==> src/cdw_pkg.sv <==
// shared constants and types of the complementary waveform generator
`default_nettype none
package cdw_pkg;

    localparam int DB_W      = 6;
    localparam int SEL_W     = 3;
    localparam int OVR_W     = 2;
    localparam int PWM_CH    = 4;
    localparam int SRC_N     = 8;
    localparam int ACC_W     = 7;

    // positions in the synchronised source vector
    localparam int IDX_PULSE_CHANNEL_ONE  = 0;
    localparam int IDX_PWM2  = 1;
    localparam int IDX_PWM3  = 2;
    localparam int IDX_PWM4  = 3;
    localparam int IDX_NCO   = 4;
    localparam int IDX_LC1   = 5;
    localparam int IDX_LC2   = 6;
    localparam int IDX_FLT   = 7;

    // input source select codes
    localparam logic [SEL_W-1:0] SEL_LC1  = 3'h7;
    localparam logic [SEL_W-1:0] SEL_NCO  = 3'h6;
    localparam logic [SEL_W-1:0] SEL_PWM4 = 3'h5;
    localparam logic [SEL_W-1:0] SEL_PWM3 = 3'h4;
    localparam logic [SEL_W-1:0] SEL_PWM2 = 3'h3;
    localparam logic [SEL_W-1:0] SEL_PULSE_CHANNEL_ONE = 3'h2;

    // shutdown override codes
    localparam logic [OVR_W-1:0] OVR_HIGH  = 2'h3;
    localparam logic [OVR_W-1:0] OVR_LOW   = 2'h2;
    localparam logic [OVR_W-1:0] OVR_TRI   = 2'h1;
    localparam logic [OVR_W-1:0] OVR_INACT = 2'h0;

    // dead-band clock source
    localparam logic CLKSRC_OSC = 1'b1;
    localparam int   SYS_CLK_MHZ = 100;
    localparam int   DB_OSC_MHZ  = 16;
    localparam logic [ACC_W-1:0] SYS_STEP = ACC_W'(SYS_CLK_MHZ);
    localparam logic [ACC_W-1:0] OSC_STEP = ACC_W'(DB_OSC_MHZ);

    typedef enum logic {
        CDW_IDLE,
        CDW_COUNT
    } cdw_db_state_t;

endpackage
`default_nettype wire

==> src/cdw_generator.sv <==
// complementary waveform generator with dead band and auto-shutdown
`timescale 1ns/10ps
`default_nettype none
module cdw_generator #(
    parameter int DB_WIDTH = cdw_pkg::DB_W
)(
    input  wire logic                        ref_clk,
    input  wire logic                        rst_n,
    input  wire logic [cdw_pkg::PWM_CH-1:0]  pulse_channel,
    input  wire logic                        numeric_oscillator_output,
    input  wire logic                        logic_cell1_output,
    input  wire logic                        logic_cell2_output,
    input  wire logic                        fault_input_pin,
    input  wire logic                        module_enable_bit,
    input  wire logic                        output_a_enable,
    input  wire logic                        output_b_enable,
    input  wire logic                        output_a_polarity,
    input  wire logic                        output_b_polarity,
    input  wire logic                        clock_source_bit,
    input  wire logic [cdw_pkg::SEL_W-1:0]   input_source_select,
    input  wire logic [DB_WIDTH-1:0]         rising_deadband_register,
    input  wire logic [DB_WIDTH-1:0]         falling_deadband_register,
    input  wire logic                        shutdown_event_set,
    input  wire logic                        shutdown_event_clear,
    input  wire logic                        auto_restart_enable,
    input  wire logic                        shutdown_source_select_0,
    input  wire logic                        shutdown_source_select_1,
    input  wire logic [cdw_pkg::OVR_W-1:0]   override_level_a,
    input  wire logic [cdw_pkg::OVR_W-1:0]   override_level_b,
    output logic                             output_a,
    output logic                             output_a_oe_n,
    output logic                             output_b,
    output logic                             output_b_oe_n,
    output logic                             shutdown_event_bit,
    output logic                             shutdown_active
);
    import cdw_pkg::*;

    logic [SRC_N-1:0] src_raw;
    logic [SRC_N-1:0] src_s;
    logic             in_s;
    logic             in_d_r;
    logic             in_rise;
    logic             in_fall;
    logic [ACC_W-1:0] acc_r;
    logic [ACC_W-1:0] acc_sum;
    logic             db_tick;
    logic             en_d_r;
    logic             en_rise;
    logic             src_active;
    logic             ase_r;
    logic             ase_clear;
    logic             ase_nxt;
    logic             shut_hold_r;
    logic             shut_nxt;
    logic             run_ok;
    logic             rise_done;
    logic             fall_done;
    logic             drive_a_r;
    logic             drive_b_r;

    // polarity-adjusted level of an active-high drive
    function automatic logic pol_level(input logic raw, input logic pol);
        pol_level = pol ? raw : !raw;
    endfunction

    // pin drive as {oe_n, level}
    function automatic logic [1:0] pin_drive(
        input logic             en,
        input logic             oe,
        input logic             shut,
        input logic [OVR_W-1:0] ovr,
        input logic             pol,
        input logic             raw
    );
        logic [1:0] res;
        res = 2'h2;
        if (!en || !oe) begin
            res = 2'h2;
        end else if (shut) begin
            case (ovr)
                OVR_HIGH:  res = 2'h1;
                OVR_LOW:   res = 2'h0;
                OVR_TRI:   res = 2'h2;
                default:   res = {1'b0, pol_level(1'b0, pol)};
            endcase
        end else begin
            res = {1'b0, pol_level(raw, pol)};
        end
        return res;
    endfunction

    // synchronise every source before selection and edge detection
    assign src_raw = {fault_input_pin, logic_cell2_output,
                      logic_cell1_output, numeric_oscillator_output,
                      pulse_channel};

    cdw_sync #(
        .WIDTH (SRC_N)
    ) u_sync (
        .ref_clk (ref_clk),
        .rst_n   (rst_n),
        .din     (src_raw),
        .dout    (src_s)
    );

    // input source selection
    always_comb begin
        in_s = 1'b0;
        case (input_source_select)
            SEL_LC1:  in_s = src_s[IDX_LC1];
            SEL_NCO:  in_s = src_s[IDX_NCO];
            SEL_PWM4: in_s = src_s[IDX_PWM4];
            SEL_PWM3: in_s = src_s[IDX_PWM3];
            SEL_PWM2: in_s = src_s[IDX_PWM2];
            SEL_PULSE_CHANNEL_ONE: in_s = src_s[IDX_PULSE_CHANNEL_ONE];
            default:  in_s = 1'b0;
        endcase
    end

    always_ff @(posedge ref_clk or negedge rst_n) begin
        if (!rst_n) begin
            in_d_r <= 1'b0;
        end else begin
            in_d_r <= in_s;
        end
    end

    assign in_rise = in_s && !in_d_r;
    assign in_fall = !in_s && in_d_r;

    // dead-band tick: every cycle, or 16 MHz by fractional accumulation
    assign acc_sum = ACC_W'(acc_r + OSC_STEP);

    assign db_tick = (clock_source_bit == CLKSRC_OSC) ?
                     (acc_sum >= SYS_STEP) : 1'b1;

    always_ff @(posedge ref_clk or negedge rst_n) begin
        if (!rst_n) begin
            acc_r <= '0;
        end else if (clock_source_bit != CLKSRC_OSC) begin
            acc_r <= '0;
        end else if (db_tick) begin
            acc_r <= ACC_W'(acc_sum - SYS_STEP);
        end else begin
            acc_r <= acc_sum;
        end
    end

    // module enable edge
    always_ff @(posedge ref_clk or negedge rst_n) begin
        if (!rst_n) begin
            en_d_r <= 1'b0;
        end else begin
            en_d_r <= module_enable_bit;
        end
    end

    assign en_rise = module_enable_bit && !en_d_r;

    // shutdown event bit: set beats clear
    assign src_active = (shutdown_source_select_0 && src_s[IDX_LC2]) ||
                        (shutdown_source_select_1 && src_s[IDX_FLT]);
    assign ase_clear  = (shutdown_event_clear || auto_restart_enable) &&
                        !src_active;

    assign ase_nxt = shutdown_event_set || src_active ||
                     (ase_r && !ase_clear);

    always_ff @(posedge ref_clk or negedge rst_n) begin
        if (!rst_n) begin
            ase_r <= 1'b0;
        end else begin
            ase_r <= ase_nxt;
        end
    end

    // overrides hold until the first rise after the event bit clears
    assign shut_nxt = ase_nxt || (shut_hold_r && !in_rise);

    always_ff @(posedge ref_clk or negedge rst_n) begin
        if (!rst_n) begin
            shut_hold_r <= 1'b0;
        end else begin
            shut_hold_r <= shut_nxt;
        end
    end

    assign shutdown_event_bit = ase_r;
    assign shutdown_active    = shut_hold_r;

    // dead-band counters
    assign run_ok = module_enable_bit && !en_rise && !shut_nxt;

    cdw_db_counter #(
        .WIDTH (DB_WIDTH)
    ) u_rise_cnt (
        .ref_clk (ref_clk),
        .rst_n   (rst_n),
        .tick    (db_tick),
        .start   (run_ok && in_rise),
        .abort   (!run_ok || !in_s),
        .limit   (rising_deadband_register),
        .done    (rise_done)
    );

    cdw_db_counter #(
        .WIDTH (DB_WIDTH)
    ) u_fall_cnt (
        .ref_clk (ref_clk),
        .rst_n   (rst_n),
        .tick    (db_tick),
        .start   (run_ok && in_fall),
        .abort   (!run_ok || in_s),
        .limit   (falling_deadband_register),
        .done    (fall_done)
    );

    // active-high drive of output A
    always_ff @(posedge ref_clk or negedge rst_n) begin
        if (!rst_n) begin
            drive_a_r <= 1'b0;
        end else if (!run_ok) begin
            drive_a_r <= 1'b0;
        end else if (in_fall) begin
            drive_a_r <= 1'b0;
        end else if (rise_done) begin
            drive_a_r <= 1'b1;
        end
    end

    // active-high drive of output B
    always_ff @(posedge ref_clk or negedge rst_n) begin
        if (!rst_n) begin
            drive_b_r <= 1'b0;
        end else if (!run_ok) begin
            drive_b_r <= 1'b0;
        end else if (in_rise) begin
            drive_b_r <= 1'b0;
        end else if (fall_done) begin
            drive_b_r <= 1'b1;
        end
    end

    // pin A
    always_ff @(posedge ref_clk or negedge rst_n) begin
        if (!rst_n) begin
            output_a_oe_n <= 1'b1;
            output_a      <= 1'b0;
        end else begin
            {output_a_oe_n, output_a} <= pin_drive(module_enable_bit,
                output_a_enable, shut_nxt, override_level_a,
                output_a_polarity, drive_a_r);
        end
    end

    // pin B
    always_ff @(posedge ref_clk or negedge rst_n) begin
        if (!rst_n) begin
            output_b_oe_n <= 1'b1;
            output_b      <= 1'b0;
        end else begin
            {output_b_oe_n, output_b} <= pin_drive(module_enable_bit,
                output_b_enable, shut_nxt, override_level_b,
                output_b_polarity, drive_b_r);
        end
    end
endmodule
`default_nettype wire

==> src/cdw_sync.sv <==
// two-stage level synchroniser
`timescale 1ns/10ps
`default_nettype none
module cdw_sync #(
    parameter int WIDTH = 8
)(
    input  wire logic             ref_clk,
    input  wire logic             rst_n,
    input  wire logic [WIDTH-1:0] din,
    output logic      [WIDTH-1:0] dout
);
    import cdw_pkg::*;

    logic [WIDTH-1:0] meta_r;
    logic [WIDTH-1:0] sync_r;

    always_ff @(posedge ref_clk or negedge rst_n) begin
        if (!rst_n) begin
            meta_r <= '0;
            sync_r <= '0;
        end else begin
            meta_r <= din;
            sync_r <= meta_r;
        end
    end

    assign dout = sync_r;

endmodule
`default_nettype wire

==> src/cdw_db_counter.sv <==
// one dead-band counter, counts ticks from zero up to the limit
`timescale 1ns/10ps
`default_nettype none
module cdw_db_counter #(
    parameter int WIDTH = 6
)(
    input  wire logic             ref_clk,
    input  wire logic             rst_n,
    input  wire logic             tick,
    input  wire logic             start,
    input  wire logic             abort,
    input  wire logic [WIDTH-1:0] limit,
    output logic                  done
);
    import cdw_pkg::*;

    cdw_db_state_t    state_r;
    logic [WIDTH-1:0] cnt_r;
    logic             zero_lim;
    logic             at_lim;

    assign zero_lim = (limit == '0);
    assign at_lim   = (state_r == CDW_COUNT) && (cnt_r == limit);
    assign done     = (start && zero_lim) || (at_lim && !start && !abort);

    always_ff @(posedge ref_clk or negedge rst_n) begin
        if (!rst_n) begin
            state_r <= CDW_IDLE;
        end else if (start) begin
            state_r <= zero_lim ? CDW_IDLE : CDW_COUNT;
        end else if (abort || at_lim) begin
            state_r <= CDW_IDLE;
        end
    end

    always_ff @(posedge ref_clk or negedge rst_n) begin
        if (!rst_n) begin
            cnt_r <= '0;
        end else if (start) begin
            cnt_r <= '0;
        end else if ((state_r == CDW_COUNT) && tick && !at_lim) begin
            cnt_r <= WIDTH'(cnt_r + 1'b1);
        end
    end
endmodule
`default_nettype wire

==> config.mk <==
export PLATFORM = sky130hd
export DESIGN_NAME = cdw_generator
export DESIGN_NICKNAME = d
export VERILOG_FILES = /design/src/cdw_pkg.sv /design/src/cdw_generator.sv /design/src/cdw_sync.sv /design/src/cdw_db_counter.sv
export SDC_FILE = /design/constraint.sdc
export NUM_CORES = 1
export LEC_CHECK = 0
export ABC_AREA = 0
export BUFFER_PORTS_ARGS = -buffer_cell sky130_fd_sc_hd__clkbuf_2
export CAP_MARGIN = 20
export CORE_MARGIN = 2
export CORE_UTILIZATION = 30
export CTS_CLUSTER_SIZE = 28
export DETAILED_ROUTE_END_ITERATION = 8
export PLACE_DENSITY = 0.49
export RECOVER_POWER = 25
export SLEW_MARGIN = 10
export SYNTH_ARGS = -nofsm -noshare
export SYNTH_HDL_FRONTEND = slang
export SYNTH_SLANG_ARGS = --single-unit
==> constraint.sdc <==
create_clock -name ref_clk -period 2.4 [get_ports ref_clk]
set_input_delay 0.36 -clock ref_clk [delete_from_list [all_inputs] [get_ports ref_clk]]
set_output_delay 0.36 -clock ref_clk [all_outputs]
set_load 0.01 [all_outputs]
==> results.txt <==
The static leakage is 1.210 nW. The total clock sinks is 45. The tree is rooted in a sky130_fd_sc_hd__clkbuf_8. Following the worst setup path forward leads to its endpoint at u_rise_cnt.cnt_r[3]$_DFFE_PN0P_.

The detailed-route vias per instance is 4.697. The setup skew after layout is 0.005064 ns. Yosys printed 0 warnings. The actual transition at the worst max-transition pin is 1.346 ns. The synthesized netlist net count came out at 253. The post-synthesis cell type count is 42.

The final global-route overflow total came out at 0. The internal cell power is 1.123 mW. The clock latency at the later pin of the worst-skew pair came out at 0.31 ns. The number of gates given a new drive strength after cts came out at 0.

The die covers 8016 um2. Of the total power, combinational logic draws 16.0%. The source of the worst hold timing path is logic_cell1_output. The number of failing hold endpoints at the final stage came out at 0.

The slowest stage of the critical path belongs to the cell sky130_fd_sc_hd__or4_1. Across the run, the number of max-cap violations was 0. The achievable frequency came out at 466.2 MHz. The mapped cell area is 2195 um2. For the worst flop-to-flop path, the logic depth is 6. TritonCTS built the clock tree.

The normalized max-slew margin is 10.24%. In the routed design, unresolved DRC markers number 0. The number of nets with antenna violations after routing came out at 0. For this run, the number of standard cells in the final layout without fillers is 357. Measured along the x axis, the die boundary spans 89.53 um. STA puts the critical path data arrival time at 2.38 ns. The share of async-settable or async-resettable flops after synthesis came out at 100.0%. The class of the tightest hold or removal check is in -> reg. The number of antenna diodes in the final layout is 0. Dividing total power by cell area gives a power density of 597.3 nW/um2. The layout-stage area growth over the synthesis result is 20.98%.

Entering global routing, the biggest net connects 25 pins. The effective utilization at floorplan came out at 30.58%. The number of global-route vias before repair was 1617.

Setup violations remaining at the end of the flow were counted as 0. The total detailed-routing wirelength is 4419 um. The run finished with clean final reports. The wire length of the first global-routing pass came out at 7507 um. The switching power of the nets is 0.4633 mW. The primary flip-flop cell chosen by synthesis mapping is sky130_fd_sc_hd__dfrtp_1. The number of ports placed on the die boundary came out at 46.

The final worst setup slack is 0.2550 ns. STA classifies the critical path endpoint as a register. The per-cell routed wire length is 12.38 um.

In this run the critical register-to-register path is launched from acc_r[4]$_DFF_PN0_. The final-layout setup total negative slack is 0 ns. The share of total power in sequential cells came out at 52.3%. The H-tree generated during clock tree synthesis spans 2 levels. The final design area excluding fillers is 2655 um2.

The part of the power in the clock network is 31.7%. The number of port buffers came out at 45. The final critical-path share of the clock period is 89.37%. The number of antenna violations at the first check in global routing is 0. The maximum number of buffers from clock root to sink came out at 2.

The worst setup path is of the reg -> reg kind. Setup repair after global routing left no endpoint under its margin. For this design, the CTS-stage hold fixing added 0 buffers.

The signal on the critical path passes through inv_1 > ha_1 > o21a_1 > o21a_1 > or4_1 > a21oi_1. Prior to clock tree synthesis, the placed netlist has a worst setup slack of 0.1852 ns. Data on the critical path is required at its endpoint by 2.64 ns. The detailed router's first-iteration violation count came out at 43. The critical path launch point is acc_r[4]$_DFF_PN0_. At the end of routability-driven placement, the weighted congestion stood at 0.7878. The number of buffers added by the clock tree synthesis step is 5. The ratio of cells with drive above 1 in the final layout came out at 25.97%. Counting flops with a built-in enable in the synthesized netlist gives 0.

The most numerous cell on the critical path is sky130_fd_sc_hd__o21a_1. The global-route total usage across every layer came out at 12.31%. The post-CTS setup buffer count is 0.

The top cell types in the final layout, fill and taps aside, are sky130_fd_sc_hd__dfrtp_1 (43), sky130_fd_sc_hd__clkbuf_2 (43), sky130_fd_sc_hd__nor2_1 (17). In this run, placement finished with an instance count of 349. Detailed routing inserted a total of 1677 vias. Summing all placed instances gives a cell area of 2564 um2. The core area came out at 7176 um2. The switching power as a share of total power came out at 29.21%. The number of cell rows is 31. STA classifies the critical path startpoint as a register. The final-stage net count is 304. The worst register-to-register path ends at u_rise_cnt.cnt_r[3]$_DFFE_PN0P_.

Sequential cells were found to cover 51.43% of the synthesized design area. The overall die height is 89.53 um. The number of slew-limit violations in the final report came to 0. The clock input transition at the sequential cells of the worst setup and hold paths is 0.09 ns. The clock period could shrink to 2.145 ns.

Setup slack on the worst reg-to-reg path comes out at 0.26 ns. IR analysis of the VDD net gives a maximum drop of 0.0003284 V. The mean instance size in the synthesized netlist is 10.65 um2. The first TritonRoute pass finished after 4 iterations. The synthesized instance count came out at 206. The post-detailed-placement half-perimeter wirelength came out at 3355 um. The post-synthesis register bit count came out at 45. The critical-path maximum fanout is 11. The biggest cell delay along the critical path came out at 0.53 ns.
-- metal layers --
metal	global-route usage, %	wire (um)	vias up
met2	17.91	1923	39
li1	-	-	841
met5	0	0	-
met3	3.970	259	5
met1	17.51	2175	792
met4	3.664	60	0
-- worst min-delay path by stage --
stage	end	slack, ns	cells past startpoint
floorplan	acc_r[2]$_DFFE_PN0P_	0.06	0
global placement	u_sync.dout[1]$_DFF_PN0_	0.33	0
detailed placement	u_sync.dout[7]$_DFF_PN0_	0.33	0
CTS	u_rise_cnt.cnt_r[2]$_DFFE_PN0P_	0.07	1
global route	u_sync.meta_r[4]$_DFF_PN0_	0.13	1
finish	u_sync.meta_r[5]$_DFF_PN0_	0.15	1
-- metrics by stage --
step	utilization, %	total power [mW]	hold slack [ns]
4_1_cts	37.04	1.612	0.07186
2_1_floorplan	-	0.9910	0.06441
5_1_grt	37.00	1.679	0.1284
6_report	37.00	1.586	0.1508
3_3_place_gp	35.73	1.100	0.3323
3_5_place_dp	35.73	1.103	0.3347
-- power groups by stage --
stage	Clock [mW]	Sequential, mW	Combinational, mW
after floorplan	0	0.837	0.154
after global placement	0	0.846	0.254
after detailed placement	0	0.847	0.256
after CTS	0.523	0.831	0.258
after global routing	0.555	0.836	0.288
final	0.502	0.830	0.253
-- critical path, delay by kind of cell (launching register included) --
kind | cells | cell delay (ns)
adder cells (fa/ha/maj) | 1 | 0.34
flip-flops | 1 | 0.40
AND/OR/NAND/NOR | 1 | 0.53
buffers and inverters | 1 | 0.08
AO/OA/AOI/OAI | 3 | 0.72
-- cells in the mapped netlist, types with 2 or more instances --
cell type / count / share of area [%]
sky130_fd_sc_hd__o311a_1: 2 / 0.91
sky130_fd_sc_hd__nor3b_1: 2 / 0.68
sky130_fd_sc_hd__or4_1: 5 / 1.7
sky130_fd_sc_hd__nand3_1: 5 / 1.1
sky130_fd_sc_hd__a21boi_0: 2 / 0.68
sky130_fd_sc_hd__and2_1: 2 / 0.57
sky130_fd_sc_hd__o31ai_1: 4 / 1.4
sky130_fd_sc_hd__o21ai_0: 13 / 3.0
sky130_fd_sc_hd__nand4_1: 3 / 0.86
sky130_fd_sc_hd__a21oi_1: 14 / 3.2
sky130_fd_sc_hd__nor4_1: 2 / 0.57
sky130_fd_sc_hd__mux2i_1: 4 / 1.8
sky130_fd_sc_hd__nor4b_2: 2 / 1.4
sky130_fd_sc_hd__nor2b_1: 2 / 0.57
sky130_fd_sc_hd__nor3_1: 6 / 1.4
sky130_fd_sc_hd__o21a_1: 2 / 0.68
sky130_fd_sc_hd__clkbuf_1: 3 / 0.51
sky130_fd_sc_hd__nand2_1: 13 / 2.2
sky130_fd_sc_hd__o211ai_1: 5 / 1.7
sky130_fd_sc_hd__ha_1: 7 / 4.0
sky130_fd_sc_hd__dfstp_2: 2 / 2.4
sky130_fd_sc_hd__xnor2_1: 9 / 3.6
sky130_fd_sc_hd__xor2_1: 7 / 2.8
sky130_fd_sc_hd__dfrtp_1: 43 / 49
sky130_fd_sc_hd__or3_1: 5 / 1.4
sky130_fd_sc_hd__inv_1: 10 / 1.7
sky130_fd_sc_hd__nor2_1: 17 / 2.9
-- cell families after synthesis --
group	after synthesis	synth area share, %
multiplexers	6	3.364
XOR/XNOR	16	6.386
adder cells (fa/ha/maj)	7	3.991
buffers and inverters	15	2.680
flip-flops	45	51.43
AO/OA/AOI/OAI	49	15.39
AND/OR/NAND/NOR	68	16.76
-- state kept, by name, indices dropped and copies added (netlist names), 5 cells and up --
register	cells
u_sync.meta_r	8
u_fall_cnt.cnt_r	6
acc_r	5
u_sync.dout	8
u_rise_cnt.cnt_r	6
-- final cells by class --
class | instances | area (um2)
well taps | 99 | 123.9
clock inverters | 3 | 25.02
flip-flops and latches | 45 | 1129
repair buffers | 48 | 257.7
inverters | 11 | 43.79
fillers | 733 | 4521
multi-input cells | 146 | 1007
clock buffers | 5 | 68.82
(Power assumes the default switching activity.)
